### src/pkg/prtc_map.svh
// Register offsets, field positions, reset values and timing counts
// Assumes APB word addressing: byte address is four times the register index
`ifndef PRTC_MAP_SVH
`define PRTC_MAP_SVH

`define PRTC_IDX_RESET_CTRL     8'h1F
`define PRTC_IDX_LED_CTRL       8'h25
`define PRTC_IDX_COMPLIANCE     8'h27
`define PRTC_IDX_BASIC_MODE     8'h01
`define PRTC_IDX_SELF_TEST_ONE  8'h1B
`define PRTC_ADDR_W             10

`define PRTC_BIT_SW_RESET       15
`define PRTC_BIT_DIG_RESTART    14
`define PRTC_BIT_LED_POL        9
`define PRTC_LED_SEL_HI         6
`define PRTC_LED_SEL_LO         3
`define PRTC_LED_ROUTE_HI       1
`define PRTC_LED_ROUTE_LO       0
`define PRTC_BIT_CT_ENABLE      4
`define PRTC_CT_PAT_HI          3
`define PRTC_CT_PAT_LO          0
`define PRTC_BIT_BIST_CLEAR     15

`define PRTC_LED_CTRL_MASK      16'h027B
`define PRTC_COMPLIANCE_MASK    16'h001F
`define PRTC_LED_SEL_RESET      4'h0
`define PRTC_LED_ROUTE_RESET    2'h0
`define PRTC_CT_RESET           5'h00

`define PRTC_RESET_PULSE_CYC    16

`endif

### src/pkg/prtc_pkg.sv
// Types for the transceiver reset, indicator and compliance control bank
// Offsets and constants live in prtc_map.svh
package prtc_pkg;

    typedef enum logic [3:0] {
        SRC_LINK_GOOD      = 4'h0,
        SRC_ACTIVITY       = 4'h1,
        SRC_TX_ACTIVITY    = 4'h2,
        SRC_RX_ACTIVITY    = 4'h3,
        SRC_COLLISION      = 4'h4,
        SRC_SPEED_100      = 4'h5,
        SRC_SPEED_10       = 4'h6,
        SRC_FULL_DUPLEX    = 4'h7,
        SRC_LINK_BLINK     = 4'h8,
        SRC_STRETCH        = 4'h9,
        SRC_LINK_100_FD    = 4'hA,
        SRC_LOW_POWER_IDLE = 4'hB,
        SRC_MII_ERROR      = 4'hC,
        SRC_LINK_LOST      = 4'hD,
        SRC_PRBS_ERROR     = 4'hE,
        SRC_RESERVED       = 4'hF
    } prtc_led_src_t;

    typedef struct packed {
        logic link_good;
        logic tx_activity;
        logic rx_activity;
        logic collision;
        logic speed_100;
        logic speed_10;
        logic full_duplex;
        logic blink;
        logic stretch;
        logic low_power_idle;
        logic mii_error;
        logic prbs_error;
    } prtc_status_t;

    typedef struct packed {
        logic       enable;
        logic [3:0] pattern;
    } prtc_test_t;

endpackage

### src/design/prtc_top.sv
// Reset control, multi-function indicator and compliance test control registers
// Assumes an APB master on CLK and status inputs synchronous to CLK
//
// The APB slave port was left to the implementer.
`timescale 1ns/100ps
`default_nettype none
`include "prtc_map.svh"

// What this block does
// - Writing one to the software reset bit resets the whole transceiver like the reset pin, then self-clears.
// - Writing one to the digital restart bit resets digital logic but keeps registers, then self-clears.
// - The indicator polarity bit resets from the strap on the strap LED pin, pull-up giving 0, and is writable.
// - A four-bit selector reset to zero picks link good, activity, transmit or receive activity.
// - Codes 0101, 0110 and 0111 select 100 Mbit speed, 10 Mbit speed and full duplex.
// - Codes 1000 to 1100 select blink, stretch, 100 Mbit full-duplex link, idle and error; 1111 is reserved.
// - Code 1101 lights the indicator when the link drops until software reads the basic mode register.
// - Code 1110 lights the indicator on one checker error until the self-test status is cleared.
// - A routing field sends the indicator to the strap LED pin at 00 and the first LED pin at 11.
// - The compliance enable bit turns 10 Mbit test patterns on, reset value off.
// - With patterns enabled the low four compliance bits pick the pattern.
// - Writing one to bit 15 of the self-test status register latches and clears the error count.
module prtc_top
    import prtc_pkg::*;
#(
    parameter int RESET_PULSE_CYC = `PRTC_RESET_PULSE_CYC
) (
    input  wire logic                    CLK,
    input  wire logic                    RST,
    input  wire logic                    PSEL,
    input  wire logic                    PENABLE,
    input  wire logic                    PWRITE,
    input  wire logic [`PRTC_ADDR_W-1:0] PADDR,
    input  wire logic [31:0]             PWDATA,
    input  wire logic [3:0]              PSTRB,
    output logic      [31:0]             PRDATA,
    output logic                         PREADY,
    output logic                         PSLVERR,
    input  wire logic                    STRAP_LED_IN,
    input  wire prtc_pkg::prtc_status_t  STATUS,
    input  wire logic                    BASIC_MODE_READ,
    output logic                         STRAP_LED_OUT,
    output logic                         STRAP_LED_OE,
    output logic                         FIRST_INDICATOR_PIN,
    output logic                         SOFT_RESET,
    output logic                         DIGITAL_RESTART,
    output logic                         BIST_COUNT_CLEAR,
    output prtc_pkg::prtc_test_t         TEST_CTRL
);
    import prtc_pkg::*;

    // The pulse counters are eight bits wide
    if (RESET_PULSE_CYC < 1 || RESET_PULSE_CYC > 255) begin : g_bad_pulse
        $error("RESET_PULSE_CYC must lie in 1..255");
    end

    // Register file
    logic        led_pol_r;
    logic [3:0]  led_sel_r;
    logic [1:0]  led_route_r;
    logic [4:0]  ct_r;
    logic [7:0]  sw_cnt_r;
    logic [7:0]  dr_cnt_r;
    logic        strap_taken_r;
    logic        link_prev_r;
    logic        link_lost_r;
    logic        prbs_hold_r;
    logic        led_on_r;
    logic        ready_r;
    logic [31:0] rdata_r;
    logic        slverr_r;

    function automatic logic hit(input logic [`PRTC_ADDR_W-1:0] a, input logic [7:0] idx);
        hit = (a[1:0] == 2'h0) && (a[`PRTC_ADDR_W-1:2] == idx);
    endfunction

    wire access   = PSEL && PENABLE && !ready_r;
    wire wr       = access && PWRITE;
    wire rd       = access && !PWRITE;
    wire hi_lane  = PSTRB[1];
    wire lo_lane  = PSTRB[0];
    wire hit_rst  = hit(PADDR, `PRTC_IDX_RESET_CTRL);
    wire hit_led  = hit(PADDR, `PRTC_IDX_LED_CTRL);
    wire hit_ct   = hit(PADDR, `PRTC_IDX_COMPLIANCE);
    wire hit_bist = hit(PADDR, `PRTC_IDX_SELF_TEST_ONE);
    wire mapped   = hit_rst || hit_led || hit_ct || hit_bist;

    // Self-test status lives elsewhere; only the clear action is taken here
    wire bist_clear = wr && hit_bist && hi_lane && PWDATA[`PRTC_BIT_BIST_CLEAR];
    wire sw_go      = wr && hit_rst && hi_lane && PWDATA[`PRTC_BIT_SW_RESET];
    wire dr_go      = wr && hit_rst && hi_lane && PWDATA[`PRTC_BIT_DIG_RESTART];
    wire sw_busy    = sw_cnt_r != 8'h00;
    wire dr_busy    = dr_cnt_r != 8'h00;
    // Software reset behaves as RST for the register bank
    wire bank_rst   = RST || sw_busy;
    wire [7:0] pulse_len = 8'(RESET_PULSE_CYC);

    wire [15:0] rst_view = {sw_busy, dr_busy, 14'h0000};
    wire [15:0] led_view = {6'h00, led_pol_r, 2'h0, led_sel_r, 1'b0, led_route_r};
    wire [15:0] ct_view  = {11'h000, ct_r};
    wire [15:0] rd_mux   = hit_rst ? rst_view :
                           hit_led ? led_view :
                           hit_ct  ? ct_view  : 16'h0000;

    // Digital restart clears the sticky indicator state but not the registers
    wire dig_clr   = bank_rst || dr_busy;
    wire link_drop = link_prev_r && !STATUS.link_good;

    wire src_sel;
    prtc_led_src_t src;
    assign src = prtc_led_src_t'(led_sel_r);
    logic src_val;
    always_comb begin
        unique case (src)
            SRC_LINK_GOOD:      src_val = STATUS.link_good;
            SRC_ACTIVITY:       src_val = STATUS.tx_activity || STATUS.rx_activity;
            SRC_TX_ACTIVITY:    src_val = STATUS.tx_activity;
            SRC_RX_ACTIVITY:    src_val = STATUS.rx_activity;
            SRC_COLLISION:      src_val = STATUS.collision;
            SRC_SPEED_100:      src_val = STATUS.speed_100;
            SRC_SPEED_10:       src_val = STATUS.speed_10;
            SRC_FULL_DUPLEX:    src_val = STATUS.full_duplex;
            SRC_LINK_BLINK:     src_val = STATUS.link_good && !STATUS.blink;
            SRC_STRETCH:        src_val = STATUS.stretch;
            SRC_LINK_100_FD:    src_val = STATUS.link_good && STATUS.speed_100
                                          && STATUS.full_duplex;
            SRC_LOW_POWER_IDLE: src_val = STATUS.low_power_idle;
            SRC_MII_ERROR:      src_val = STATUS.mii_error;
            SRC_LINK_LOST:      src_val = link_lost_r;
            SRC_PRBS_ERROR:     src_val = prbs_hold_r;
            SRC_RESERVED:       src_val = 1'b0;
        endcase
    end
    assign src_sel = src_val;

    // Active high when polarity bit is set, else the pin is driven low for on
    wire led_level = led_pol_r ? led_on_r : !led_on_r;
    wire to_strap  = led_route_r == 2'b00;
    wire to_first  = led_route_r == 2'b11;

    always_ff @(posedge CLK) begin
        if (RST) begin
            sw_cnt_r <= 8'h00;
        end else if (sw_go) begin
            sw_cnt_r <= pulse_len;
        end else if (sw_busy) begin
            sw_cnt_r <= sw_cnt_r - 8'h01;
        end
    end

    always_ff @(posedge CLK) begin
        if (bank_rst) begin
            dr_cnt_r <= 8'h00;
        end else if (dr_go) begin
            dr_cnt_r <= pulse_len;
        end else if (dr_busy) begin
            dr_cnt_r <= dr_cnt_r - 8'h01;
        end
    end

    // Strap is caught on the first clock after reset ends, never under reset
    always_ff @(posedge CLK) begin
        if (bank_rst) begin
            strap_taken_r <= 1'b0;
            led_pol_r     <= 1'b0;
        end else if (!strap_taken_r) begin
            strap_taken_r <= 1'b1;
            led_pol_r     <= !STRAP_LED_IN;
        end else if (wr && hit_led && hi_lane) begin
            led_pol_r     <= PWDATA[`PRTC_BIT_LED_POL];
        end
    end

    always_ff @(posedge CLK) begin
        if (bank_rst) begin
            led_sel_r   <= `PRTC_LED_SEL_RESET;
            led_route_r <= `PRTC_LED_ROUTE_RESET;
        end else if (wr && hit_led && lo_lane) begin
            led_sel_r   <= PWDATA[`PRTC_LED_SEL_HI:`PRTC_LED_SEL_LO];
            led_route_r <= PWDATA[`PRTC_LED_ROUTE_HI:`PRTC_LED_ROUTE_LO];
        end
    end

    always_ff @(posedge CLK) begin
        if (bank_rst) begin
            ct_r <= `PRTC_CT_RESET;
        end else if (wr && hit_ct && lo_lane) begin
            ct_r <= PWDATA[4:0];
        end
    end

    // Sticky sources: a new event in the clearing cycle wins over the clear
    always_ff @(posedge CLK) begin
        if (dig_clr) begin
            link_prev_r <= 1'b0;
            link_lost_r <= 1'b0;
            prbs_hold_r <= 1'b0;
            led_on_r    <= 1'b0;
        end else begin
            link_prev_r <= STATUS.link_good;
            link_lost_r <= link_drop || (link_lost_r && !BASIC_MODE_READ);
            prbs_hold_r <= STATUS.prbs_error || (prbs_hold_r && !bist_clear);
            led_on_r    <= src_sel;
        end
    end

    always_ff @(posedge CLK) begin
        if (RST) begin
            STRAP_LED_OUT       <= 1'b0;
            STRAP_LED_OE        <= 1'b0;
            FIRST_INDICATOR_PIN <= 1'b0;
            SOFT_RESET          <= 1'b0;
            DIGITAL_RESTART     <= 1'b0;
            BIST_COUNT_CLEAR    <= 1'b0;
            TEST_CTRL           <= '0;
        end else begin
            STRAP_LED_OUT       <= to_strap ? led_level : 1'b0;
            STRAP_LED_OE        <= to_strap && strap_taken_r;
            FIRST_INDICATOR_PIN <= to_first ? led_level : !led_pol_r;
            SOFT_RESET          <= sw_busy || sw_go;
            DIGITAL_RESTART     <= dr_busy || dr_go;
            BIST_COUNT_CLEAR    <= bist_clear;
            TEST_CTRL           <= '{enable: ct_r[`PRTC_BIT_CT_ENABLE],
                                     pattern: ct_r[`PRTC_CT_PAT_HI:`PRTC_CT_PAT_LO]};
        end
    end

    // One wait state: the answer comes on the second access cycle
    always_ff @(posedge CLK) begin
        if (RST) begin
            ready_r  <= 1'b0;
            rdata_r  <= 32'h0000_0000;
            slverr_r <= 1'b0;
        end else begin
            ready_r  <= access;
            slverr_r <= access && !mapped;
            rdata_r  <= rd ? {16'h0000, rd_mux} : 32'h0000_0000;
        end
    end

    assign PREADY  = ready_r;
    assign PRDATA  = rdata_r;
    assign PSLVERR = slverr_r;

    logic unused_bits;
    assign unused_bits = ^{PSTRB[3:2], PWDATA[31:16]};

endmodule
`default_nettype wire

### config.mk
export PLATFORM = sky130hd
export DESIGN_NAME = prtc_top
export DESIGN_NICKNAME = d
export VERILOG_FILES = /design/src/pkg/prtc_pkg.sv /design/src/design/prtc_top.sv
export VERILOG_INCLUDE_DIRS = /design/src /design/src/pkg
export SDC_FILE = /design/constraint.sdc
export NUM_CORES = 1
export LEC_CHECK = 0
export BUFFER_PORTS_ARGS = -buffer_cell sky130_fd_sc_hd__buf_2
export CORE_ASPECT_RATIO = 0.6
export CORE_MARGIN = 4
export CORE_UTILIZATION = 47
export CTS_CLUSTER_DIAMETER = 120
export DETAILED_ROUTE_END_ITERATION = 16
export HOLD_SLACK_MARGIN = 0.15
export PLACE_DENSITY = 0.79
export SLEW_MARGIN = 20
export SYNTH_ARGS = -nofsm -noshare
export SYNTH_HDL_FRONTEND = slang
export SYNTH_SLANG_ARGS = --single-unit
export TNS_END_PERCENT = 20
### constraint.sdc
create_clock -name CLK -period 2.7 [get_ports CLK]
set_input_delay 0.405 -clock CLK [delete_from_list [all_inputs] [get_ports CLK]]
set_output_delay 0.405 -clock CLK [all_outputs]
set_load 0.01 [all_outputs]
After elaboration in Yosys (flattened, before gate mapping)
Index checks and enable logic that the tools add are counted.
Cells by class
  mux-type cells: 13
  reductions and logical operators: 62
  bitwise logic cells: 3
  add/sub/neg operators: 2
  eq/ne operators: 21
Operator list (number)
  4-bit == test, second input constant: 8
  1-bit logical AND: 28
  5-bit two-way mux: 5
  4-bit by 3-bit == test with 1-bit output, second input constant: 4
  8-bit by 5-bit == test with 1-bit output, second input constant: 2
  8-bit by 6-bit == test with 1-bit output, second input constant: 2
  16-bit two-way mux: 1
  1-bit case mux with 16 select lines: 1
  8-bit nonzero test: 2
  8-bit by 1-bit subtractor with 8-bit output, second input constant: 2
  1-bit logical NOT: 10
  1-bit logical OR: 10
  10-bit two-way mux: 1
  4-bit by 2-bit == test with 1-bit output, second input constant: 2
  2-bit OR reduction: 4
  1-bit two-way mux: 5
  5-bit OR reduction: 1
  4-bit by 1-bit == test with 1-bit output, second input constant: 1
  2-bit logical NOT: 2
  4-bit logical NOT: 1
  2-bit nonzero test: 2
  4-bit OR reduction: 1
  1-bit NOT: 3
  3-bit OR reduction: 1
  other kinds (2): 2
Word-level totals
  word-level logic and storage cells: 129
  bits in registers: 78
  output and inout port bits: 45
  bits of input ports: 65

Depth between registers and ports, before layout
Gate-level depths: netlist of run 1.
  word-level depth: 9
  gate-level depth with buffers: 7
  depth with buffers taken out: 6

Worst setup path after synthesis of run 1
No wires, ideal clock.
  path kind: register to register
  start: register sw_cnt_r[4]
  end: register dr_cnt_r[1]
  stages on the path, launching flop included: 6
  required time: 2620 ps
  clock period less this slack: 1984 ps
  path buffers: 1
  path slack: 716 ps
  library setup time: 80 ps
  arrival time: 1905 ps
  path through: dfxtp_1 > or4_4 > or4_1 > clkbuf_2 > a41o_2 > a211oi_2
Between the ends
  cells in the longest elaborated chain, start to end: 3
Ends and longest elaborated chain
  start: declaration: RTL line prtc_top.sv:61  | logic [7:0] sw_cnt_r;
  start signal: assignment: RTL line prtc_top.sv:144  | sw_cnt_r <= pulse_len;
  start signal: assignment: RTL line prtc_top.sv:146  | sw_cnt_r <= sw_cnt_r - 8'h01;
  8-bit nonzero test: RTL line prtc_top.sv:91  | wire sw_busy = sw_cnt_r != 8'h00;
  1-bit logical OR: RTL line prtc_top.sv:94  | wire bank_rst = RST || sw_busy;
  2-bit OR reduction (no source line)
  end signal: assignment: RTL line prtc_top.sv:154  | dr_cnt_r <= pulse_len;
  end signal: assignment: RTL line prtc_top.sv:156  | dr_cnt_r <= dr_cnt_r - 8'h01;
  end: declaration: RTL line prtc_top.sv:62  | logic [7:0] dr_cnt_r;
Every way passes these cells.
A chain may end at the register's enable or synchronous reset.

Worst setup path after layout of run 1
Ends and elaborated chain as after synthesis.

==> results of run 1 <==
flip-flops by register name (all words and copies together) (netlist names), 2 cells and up:
name,count
led_route_r,2
TEST_CTRL,5
dr_cnt_r,8
sw_cnt_r,8
led_sel_r,4
PRDATA,10
ct_r,5
cells by family after synthesis:
family / synth area share [%]
DFF: 44.27
muxes: 2.075
AOI/OAI and AO/OA: 11.31
adders and majority gates: 1.976
other: 0.1481
buffers and inverters: 9.684
xor gates and xnor gates: 4.496
and+or+nand+nor: 26.04
synth_stat cells (2+ instances only):
cell type	count	share of area, %
or2_2	2	0.49
and4b_1	2	0.79
o31ai_1	2	0.59
nand4b_1	2	0.69
a21oi_1	16	3.2
mux2i_1	3	1.2
nor3_1	15	3.0
clkbuf_1	9	1.3
xor2_1	2	0.69
nor4b_1	3	1.0
or3b_2	2	0.69
or4_1	3	0.89
nand2_1	4	0.59
o21ai_0	11	2.2
a31oi_1	2	0.49
nand4_1	9	2.2
nor2_1	19	2.8
buf_4	22	6.5
nand3_1	13	2.6
and3_1	6	1.5
o211ai_1	4	1.2
nor3b_1	4	1.2
or3_1	2	0.49
ha_1	4	2.0
nor4_1	5	1.2
xnor2_1	11	3.8
nand4bb_1	3	1.3
nor2b_1	11	2.7
dfxtp_1	56	44
inv_1	11	1.6
where the power goes:
group,leakage [nW],switching (mW),internal (mW)
registers,0.454,0.0622,0.903
clock network,0.0445,0.285,0.185
logic,0.742,0.247,0.217
path summary, 6_finish.rpt:
kind / depth (start not counted) / endpoint / from
hold / removal: 2 / led_pol_r / STRAP_LED_IN
setup / recovery: 4 / dr_cnt_r[1] / sw_cnt_r[4]
hold reg to reg: 2 / PRDATA[2] / ct_r[2]
setup reg to reg: 4 / dr_cnt_r[1] / sw_cnt_r[4]
routing by layer:
layer  vias to the layer above  global-route usage [%]  share of wire (%)
met5                         -                       0                  0
met2                        88                   25.40                 42
li1                       1069                       -                  -
met1                       975                   27.70                 48
met4                         0                   5.977                1.3
met3                         9                   4.516                9.4
area by class of cell:
class / count / area, um^2 / share of cell area (%)
well taps: 66 / 82.58 / 2.830
repair buffers: 66 / 337.8 / 11.58
flip-flops and latches: 56 / 1121 / 38.42
multi-input cells: 198 / 1245 / 42.67
clock buffers: 5 / 68.82 / 2.358
inverters: 11 / 41.29 / 1.415
clock inverters: 3 / 21.27 / 0.7290
critical path: stages (launching register included):
cell      delay [ps]
dfxtp_1          360
or4_4            560
or4_1            640
a41o_2           360
a211oi_2         190
metrics by stage:
step | util [%] | total power [mW] | hold slack (ps) | cell area [um^2] | setup WS, ps
floorplan | - | 1.321 | 414.6 | 2611 | 715.9
global placement | 55.12 | 1.429 | 438.4 | 2828 | 553.5
detailed placement | 55.12 | 1.445 | 451.6 | 2828 | 526.7
CTS | 56.88 | 1.910 | 294.7 | 2918 | 517.4
global route | 56.88 | 2.016 | 293.9 | 2918 | 398.1
finish | 56.88 | 1.900 | 299.4 | 2918 | 519.3
==> run metrics, run 1 <==
CP Launch Type register; CTS Hold Buffers Added 0; status finished, final reports clean; Placer Congestion 0.8584; post-CTS setup buffer count 0; row cnt 20; most frequent cells in the layout 63 x buf_2, 56 x dfxtp_1, 22 x conb_1, 19 x nor2_1, 16 x a21oi_1; Die Y 64.86 um; first-pass GRT wire length 9501 um; vias in the first global route 1934; Final Max Tran Viols 0; worst reg-to-reg setup slack 520 ps; number of port buffers 63; maxcap violations 0; Worst Skew 8.741 ps; final setup TNS 0 ps; syn_area_per_cell 9.175 um^2; final HPWL from detailed placement 4589 um; Core Box Area 5130 um^2; Crit Path Max Fanout 7; Antenna Cells 0; drt first-iter violations 209; Starting Density 49.37%; post-synthesis cell type count 48; Final Hold Vio Count 0; fmax 458.6 MHz; initial antenna violation count 0; final setup fails 0; Avg Vias per Cell 5.286; Arr. time, crit path 2430 ps; RSZ-0062 raised after global routing no; Worst Hold Class input port to register; Top Ports 110; share of cells above drive strength 1 24.48%; final antenna-violating net count 0; area delta synth->final 15.22%; Die X 102.8 um; Non-Filler Instances 405; grt total ovfl 0; DRC Markers 0; CTS H-tree depth 2; Clock Latency Late Sink 320 ps; Yosys reg bits 56; Tot GR Track Use 18.42%; Pleak 1.241 nW; Setup CP Type register to register; final worst-path cycle share 80.77%; most common cell after layout, fill and taps aside buf_2; Main synth FF type dfxtp_1; final WL 5983 um; Max Buffers Root-to-Sink 2; cts bufs inserted 5; clk root buf clkbuf_8; number of fill cells 476; Synth warnings 0; minimum clock period 2181 ps; nets 407; Reg clk slew, reported paths 100 ps; Syn Inst Count 276; peak supply drop 240.0 uV; die area 6665 um^2; post-CTS sizing 0; Initial DRT Pass Iterations 4; largest net degree at the start of global routing 19; PwrDens 651.1 nW/um^2; CP required 2950 ps; Routed WL per cell 14.77 um; via count 2141; asr flop ratio synth 0%; Post-Syn Area 2532 um^2; Seq/Total Area, Yosys 44.27%; CP endpoint kind register; Num Clock Sinks 56; placed cell count 397; CTS tree yes; Post-synth EDFFs 0
(Power assumes the default switching activity.)
==> inputs of run 2 (changes only) <==
--- a/config.mk
+++ b/config.mk
@@ -9,11 +9,11 @@
 export BUFFER_PORTS_ARGS = -buffer_cell sky130_fd_sc_hd__buf_2
 export CORE_ASPECT_RATIO = 0.6
 export CORE_MARGIN = 4
-export CORE_UTILIZATION = 47
+export CORE_UTILIZATION = 43
 export CTS_CLUSTER_DIAMETER = 120
 export DETAILED_ROUTE_END_ITERATION = 16
 export HOLD_SLACK_MARGIN = 0.15
-export PLACE_DENSITY = 0.79
+export PLACE_DENSITY = 0.76
 export SLEW_MARGIN = 20
 export SYNTH_ARGS = -nofsm -noshare
 export SYNTH_HDL_FRONTEND = slang
==> constraint.sdc (replaced) <==
create_clock -name CLK -period 1.85 [get_ports CLK]
set_input_delay 0.2775 -clock CLK [delete_from_list [all_inputs] [get_ports CLK]]
set_output_delay 0.2775 -clock CLK [all_outputs]
set_load 0.01 [all_outputs]
==> run 2 against run 1 <==
  * Setup slack worse by 490 ps
  * Combinational power rose by 75%
  * Cell area rose by 5.1%
  * Wire length did not move
  * Clock power increased by 47%
  * Register-to-register slack got worse by 490 ps
  * Critical path type unchanged
  * Largest cell class unchanged
==> run metrics, run 2 (same netlist as run 1, synthesis figures left out) <==
via count 2182 (was 2141); peak supply drop 443.2 uV (was 240.0 uV); DRC Markers 0 (unchanged); share of cells above drive strength 1 28.49% (was 24.48%); final worst-path cycle share 98.55% (was 80.77%); most common cell after layout, fill and taps aside buf_2 (unchanged); nets 419 (was 407); Tot GR Track Use 16.98% (was 18.42%); Max Buffers Root-to-Sink 2 (unchanged); cts bufs inserted 5 (unchanged); RSZ-0062 raised after global routing yes (was no); vias in the first global route 2004 (was 1934); final HPWL from detailed placement 4715 um (was 4589 um); minimum clock period 1823 ps (was 2181 ps); dpl cell area 2945 um^2 (was 2828 um^2); Final Max Tran Viols 0 (unchanged); largest net degree at the start of global routing 17 (was 19); Final WS setup 26.87 ps (was 519.3 ps); Antenna Cells 0 (unchanged); Die Y 67.45 um (was 64.86 um); Die X 107.1 um (was 102.8 um); Worst Skew 6.500 ps (was 8.741 ps); Starting Density 44.83% (was 49.37%); Pleak 1.305 nW (was 1.241 nW); Initial DRT Pass Iterations 4 (unchanged); Arr. time, crit path 2070 ps (was 2430 ps); register area 1121 um^2 (unchanged); initial antenna violation count 0 (unchanged); Final Hold Vio Count 0 (unchanged); row cnt 21 (was 20); status finished, final reports clean (unchanged); Placer Congestion 0.8241 (was 0.8584); most frequent cells in the layout 63 x buf_2, 56 x dfxtp_1, 22 x conb_1, 19 x nor2_1, 16 x a21oi_1 (unchanged); max reg flops 10 (unchanged); final WL 5983 um (unchanged); worst reg-to-reg setup slack 30 ps (was 520 ps); number of fill cells 529 (was 476); final setup TNS 0 ps (unchanged); Worst Hold Class input port to register (unchanged); die area 7222 um^2 (was 6665 um^2); DP Worst Slack -116.3 ps (was 526.7 ps); multi-input logic area 1284 um^2 (was 1245 um^2); final antenna-violating net count 0 (unchanged); maxcap violations 0 (unchanged); Clock Latency Late Sink 310 ps (was 320 ps); Num Clock Sinks 56 (unchanged); number of port buffers 63 (unchanged); fmax 548.5 MHz (was 458.6 MHz); CTS H-tree depth 2 (unchanged); final setup fails 0 (unchanged); Finished Cell Area 3068 um^2 (was 2918 um^2); Avg Vias per Cell 5.063 (was 5.286); CP Launch Type register (unchanged); post-CTS setup buffer count 0 (unchanged); area delta synth->final 21.15% (was 15.22%); CP endpoint kind register (unchanged); overall power 2.884 mW (was 1.900 mW); Core Box Area 5649 um^2 (was 5130 um^2); Top Ports 110 (unchanged); Routed WL per cell 13.88 um (was 14.77 um); Crit Path Max Fanout 7 (unchanged); grt total ovfl 0 (unchanged); CTS tree yes (unchanged); first-pass GRT wire length 9515 um (was 9501 um); CP required 2100 ps (was 2950 ps); drt first-iter violations 87 (was 209); clk root buf clkbuf_8 (unchanged); Reg clk slew, reported paths 100 ps (about the same); Setup CP Type register to register (unchanged); PwrDens 940.1 nW/um^2 (was 651.1 nW/um^2)
## run 2: routing by layer
layer  vias up  track usage, %  part of all wire (%)
li1       1091               -                     -
met1      1020           23.61                    48
met2        63           25.78                    43
met3         8           4.967                   8.0
met4         0           4.785                   1.1
met5         -               0                     0
## run 2: through the flow
step / hold WS [ps] / std cells / util [%]
after floorplan: 349.1 / 297 / -
after global placement: 433.3 / 423 / 52.14
after detailed placement: 435.6 / 423 / 52.14
after CTS: 153.6 / 431 / 53.86
after global routing: 161.4 / 431 / 54.31
final: 156.0 / 431 / 54.31
## run 2: report_power, final
group          internal [mW]  switching [mW]
Sequential              1.32          0.0632
Clock                  0.305           0.386
Combinational          0.402           0.410
Total                   2.03           0.859
## run 2: final cells by class
| class | instances | share of cell area [%] |
|---|---|---|
| Tap cell | 80 | 3.263 |
| Timing Repair Buffer | 78 | 13.95 |
| Sequential cell | 56 | 36.54 |
| Clock buffer | 7 | 2.814 |
| Multi-Input combinational cell | 198 | 41.84 |
| Inverter | 11 | 1.346 |
| Clock inverter | 1 | 0.2447 |
## run 2: path summary, 6_finish.rpt
path                startpoint          end  depth (start not counted)
setup / recovery   sw_cnt_r[3]  dr_cnt_r[1]                          4
hold / removal    STRAP_LED_IN    led_pol_r                          2
setup reg to reg   sw_cnt_r[3]  dr_cnt_r[1]                          4
hold reg to reg        ct_r[2]    PRDATA[2]                          2
## run 2: worst max-delay path, stage by stage (launching register included)
cell and delay (ps):
dfxtp_1 320, or4_4 530, or4_4 460, a41o_4 310, a211oi_2 130
## run 2: what timing repair did
action | 4_1_cts | 5_1_grt
gates resized for setup | 1 | 5
pin swaps | 1 | 1
setup endpoints to repair | 16 | 12
hold buffers | 0 | 0
==> inputs of run 3 (changes only) <==
--- a/config.mk
+++ b/config.mk
@@ -10,6 +10,7 @@
 export CORE_ASPECT_RATIO = 0.6
 export CORE_MARGIN = 4
 export CORE_UTILIZATION = 43
+export CTS_BUF_LIST = sky130_fd_sc_hd__clkbuf_16
 export CTS_CLUSTER_DIAMETER = 120
 export DETAILED_ROUTE_END_ITERATION = 16
 export HOLD_SLACK_MARGIN = 0.15
==> run 3 against run 2 <==
  * Final cell count stayed put
  * Global-route usage is 0.36 points higher
  * Cell area is 1.7% higher
  * Clock skew hardly changed
  * Maximum frequency is 0.72% lower
  * Highest routed layer unchanged
  * Worst hold slack better by 26 ps
  * Largest cell class unchanged
  * Count of clock-buffer cells in the layout is 2 lower
  * Sequential share of layout area is 0.60 points lower
  * Critical path depth stayed put
  * Flip-flop and latch count stayed put
==> run metrics, run 3 (same netlist as run 1, synthesis figures left out) <==
status finished, final reports clean (unchanged); RSZ-0062 raised after global routing yes (unchanged); most frequent cells in the layout 63 x buf_2, 56 x dfxtp_1, 22 x conb_1, 19 x nor2_1, 16 x a21oi_1 (unchanged); Initial DRT Pass Iterations 4 (unchanged); final setup fails 0 (unchanged); final worst-path cycle share 99.27% (was 98.55%); largest net degree at the start of global routing 17 (unchanged); Max stage delay cell, worst path or4_4 (unchanged); grt total ovfl 0 (unchanged); CTS H-tree depth 2 (unchanged); placed cell count 423 (unchanged); CP max stage delay 540 ps (was 530 ps); CP endpoint kind register (unchanged); number of port buffers 63 (unchanged); CP startpoint sw_cnt_r[3] (unchanged); CP Launch Type register (unchanged); most common cell after layout, fill and taps aside buf_2 (unchanged); Final Hold Vio Count 0 (unchanged); CP required 2070 ps (was 2100 ps); CTS tree yes (unchanged); Die X 107.1 um (unchanged); Top Ports 110 (unchanged); Final Max Tran Viols 0 (unchanged); row cnt 21 (unchanged); clk root buf clkbuf_16 (was clkbuf_8); Antenna Cells 0 (unchanged); reg-to-reg startpoint sw_cnt_r[3] (unchanged); Tot GR Track Use 17.34% (was 16.98%); critical-path cell list or4_4 -> or4_4 -> a41o_4 -> a211oi_2 (unchanged); vias in the first global route 2036 (was 2004); final setup TNS 0 ps (unchanged); minimum clock period 1836 ps (was 1823 ps); Num Clock Sinks 56 (unchanged); drt first-iter violations 85 (was 87); Clock Latency Late Sink 290 ps (was 310 ps); delay-heaviest family, CP simple AND/OR/NAND/NOR gates (unchanged); CTS Hold Buffers Added 0 (unchanged); cts bufs inserted 5 (unchanged); via count 2183 (was 2182); Worst Skew 6.005 ps (was 6.500 ps); Arr. time, crit path 2050 ps (was 2070 ps); fmax 544.5 MHz (was 548.5 MHz); max reg flops 10 (unchanged); Reg clk slew, reported paths 70 ps (was 100 ps); most used cell, CP or4_4 (unchanged); Avg Vias per Cell 5.065 (was 5.063); post-CTS setup buffer count 0 (unchanged); Routed WL per cell 14.19 um (was 13.88 um); final antenna-violating net count 0 (unchanged); first-pass GRT wire length 9722 um (was 9515 um); overall power 3.107 mW (was 2.884 mW); fin util 55.22% (was 54.31%); peak supply drop 426.3 uV (was 443.2 uV); Critical path buffers and inverters 0 (unchanged); Setup CP Type register to register (unchanged); Non-Filler Instances 431 (unchanged); share of cells above drive strength 1 28.49% (unchanged); DRC Markers 0 (unchanged); PwrDens 996.2 nW/um^2 (was 940.1 nW/um^2); area delta synth->final 23.17% (was 21.15%); maxcap violations 0 (unchanged); Placer Congestion 0.8241 (unchanged); Starting Density 44.83% (unchanged); Core Box Area 5649 um^2 (unchanged); Max Buffers Root-to-Sink 2 (unchanged); Crit Path Max Fanout 7 (unchanged); hold path startpoint STRAP_LED_IN (unchanged); Die Y 67.45 um (unchanged); initial antenna violation count 0 (unchanged); nets 419 (unchanged); final WL 6116 um (was 5983 um); die area 7222 um^2 (unchanged); Worst Hold Class input port to register (unchanged); Pleak 1.329 nW (was 1.305 nW); final HPWL from detailed placement 4715 um (unchanged)
==> run 3: cell count changes in the layout (fill, tap and decap cells not counted), sizes merged <==
cell / previous run / this run
inv: 11 / 12
clkinv: 0 / 1
clkbuf: 7 / 5
==> run 3: power by group <==
part | leakage (nW) | switching (mW) | internal [mW]
combinational | 0.806 | 0.417 | 0.404
sequential | 0.454 | 0.0652 | 1.32
clock | 0.0687 | 0.409 | 0.493
==> run 3: worst reg2reg max path, stage by stage (launching register included) <==
cell and delay, ps:
dfxtp_1 310, or4_4 540, or4_4 460, a41o_4 310, a211oi_2 140
==> run 3: final timing paths <==
kind                               endpoint  slack, ps  depth (start not counted)
worst min-delay path              led_pol_r        180                          2
worst max-delay path            dr_cnt_r[1]         10                          4
worst max register to register  dr_cnt_r[1]         10                          4
worst min register to register    PRDATA[2]        440                          2
==> run 3: per-stage QoR <==
stage | area, um^2 | hold slack [ps] | worst slack [ps]
floorplan | 2621 | 349.1 | -95.06
CTS | 3094 | 183.1 | 26.82
detailed placement | 2945 | 435.6 | -116.3
finish | 3119 | 181.5 | 13.59
global placement | 2945 | 433.3 | -92.65
global route | 3119 | 196.5 | -14.84
==> run 3: timing repair <==
item / CTS / global route
resized for setup: 2 / 5
pin swaps: 1 / 2
setup endpoints to repair: 11 / 9
==> run 3: layer usage <==
layer	vias up	wire [um]	global-route usage, %
met5	-	0	0
met1	1014	2897	23.99
met3	6	476	5.253
met2	69	2699	26.64
met4	0	43	4.306
li1	1094	-	-
==> run 3: area by class of cell <==
cell class                 instances  area, um^2
fill                             525        2530
sequential                        56        1121
timing repair buffer              78       427.9
tap                               80       100.1
inverter                          11       41.29
clock inverter                     3       15.01
clock buffer                       5       125.1
multi-input combinational        198        1289
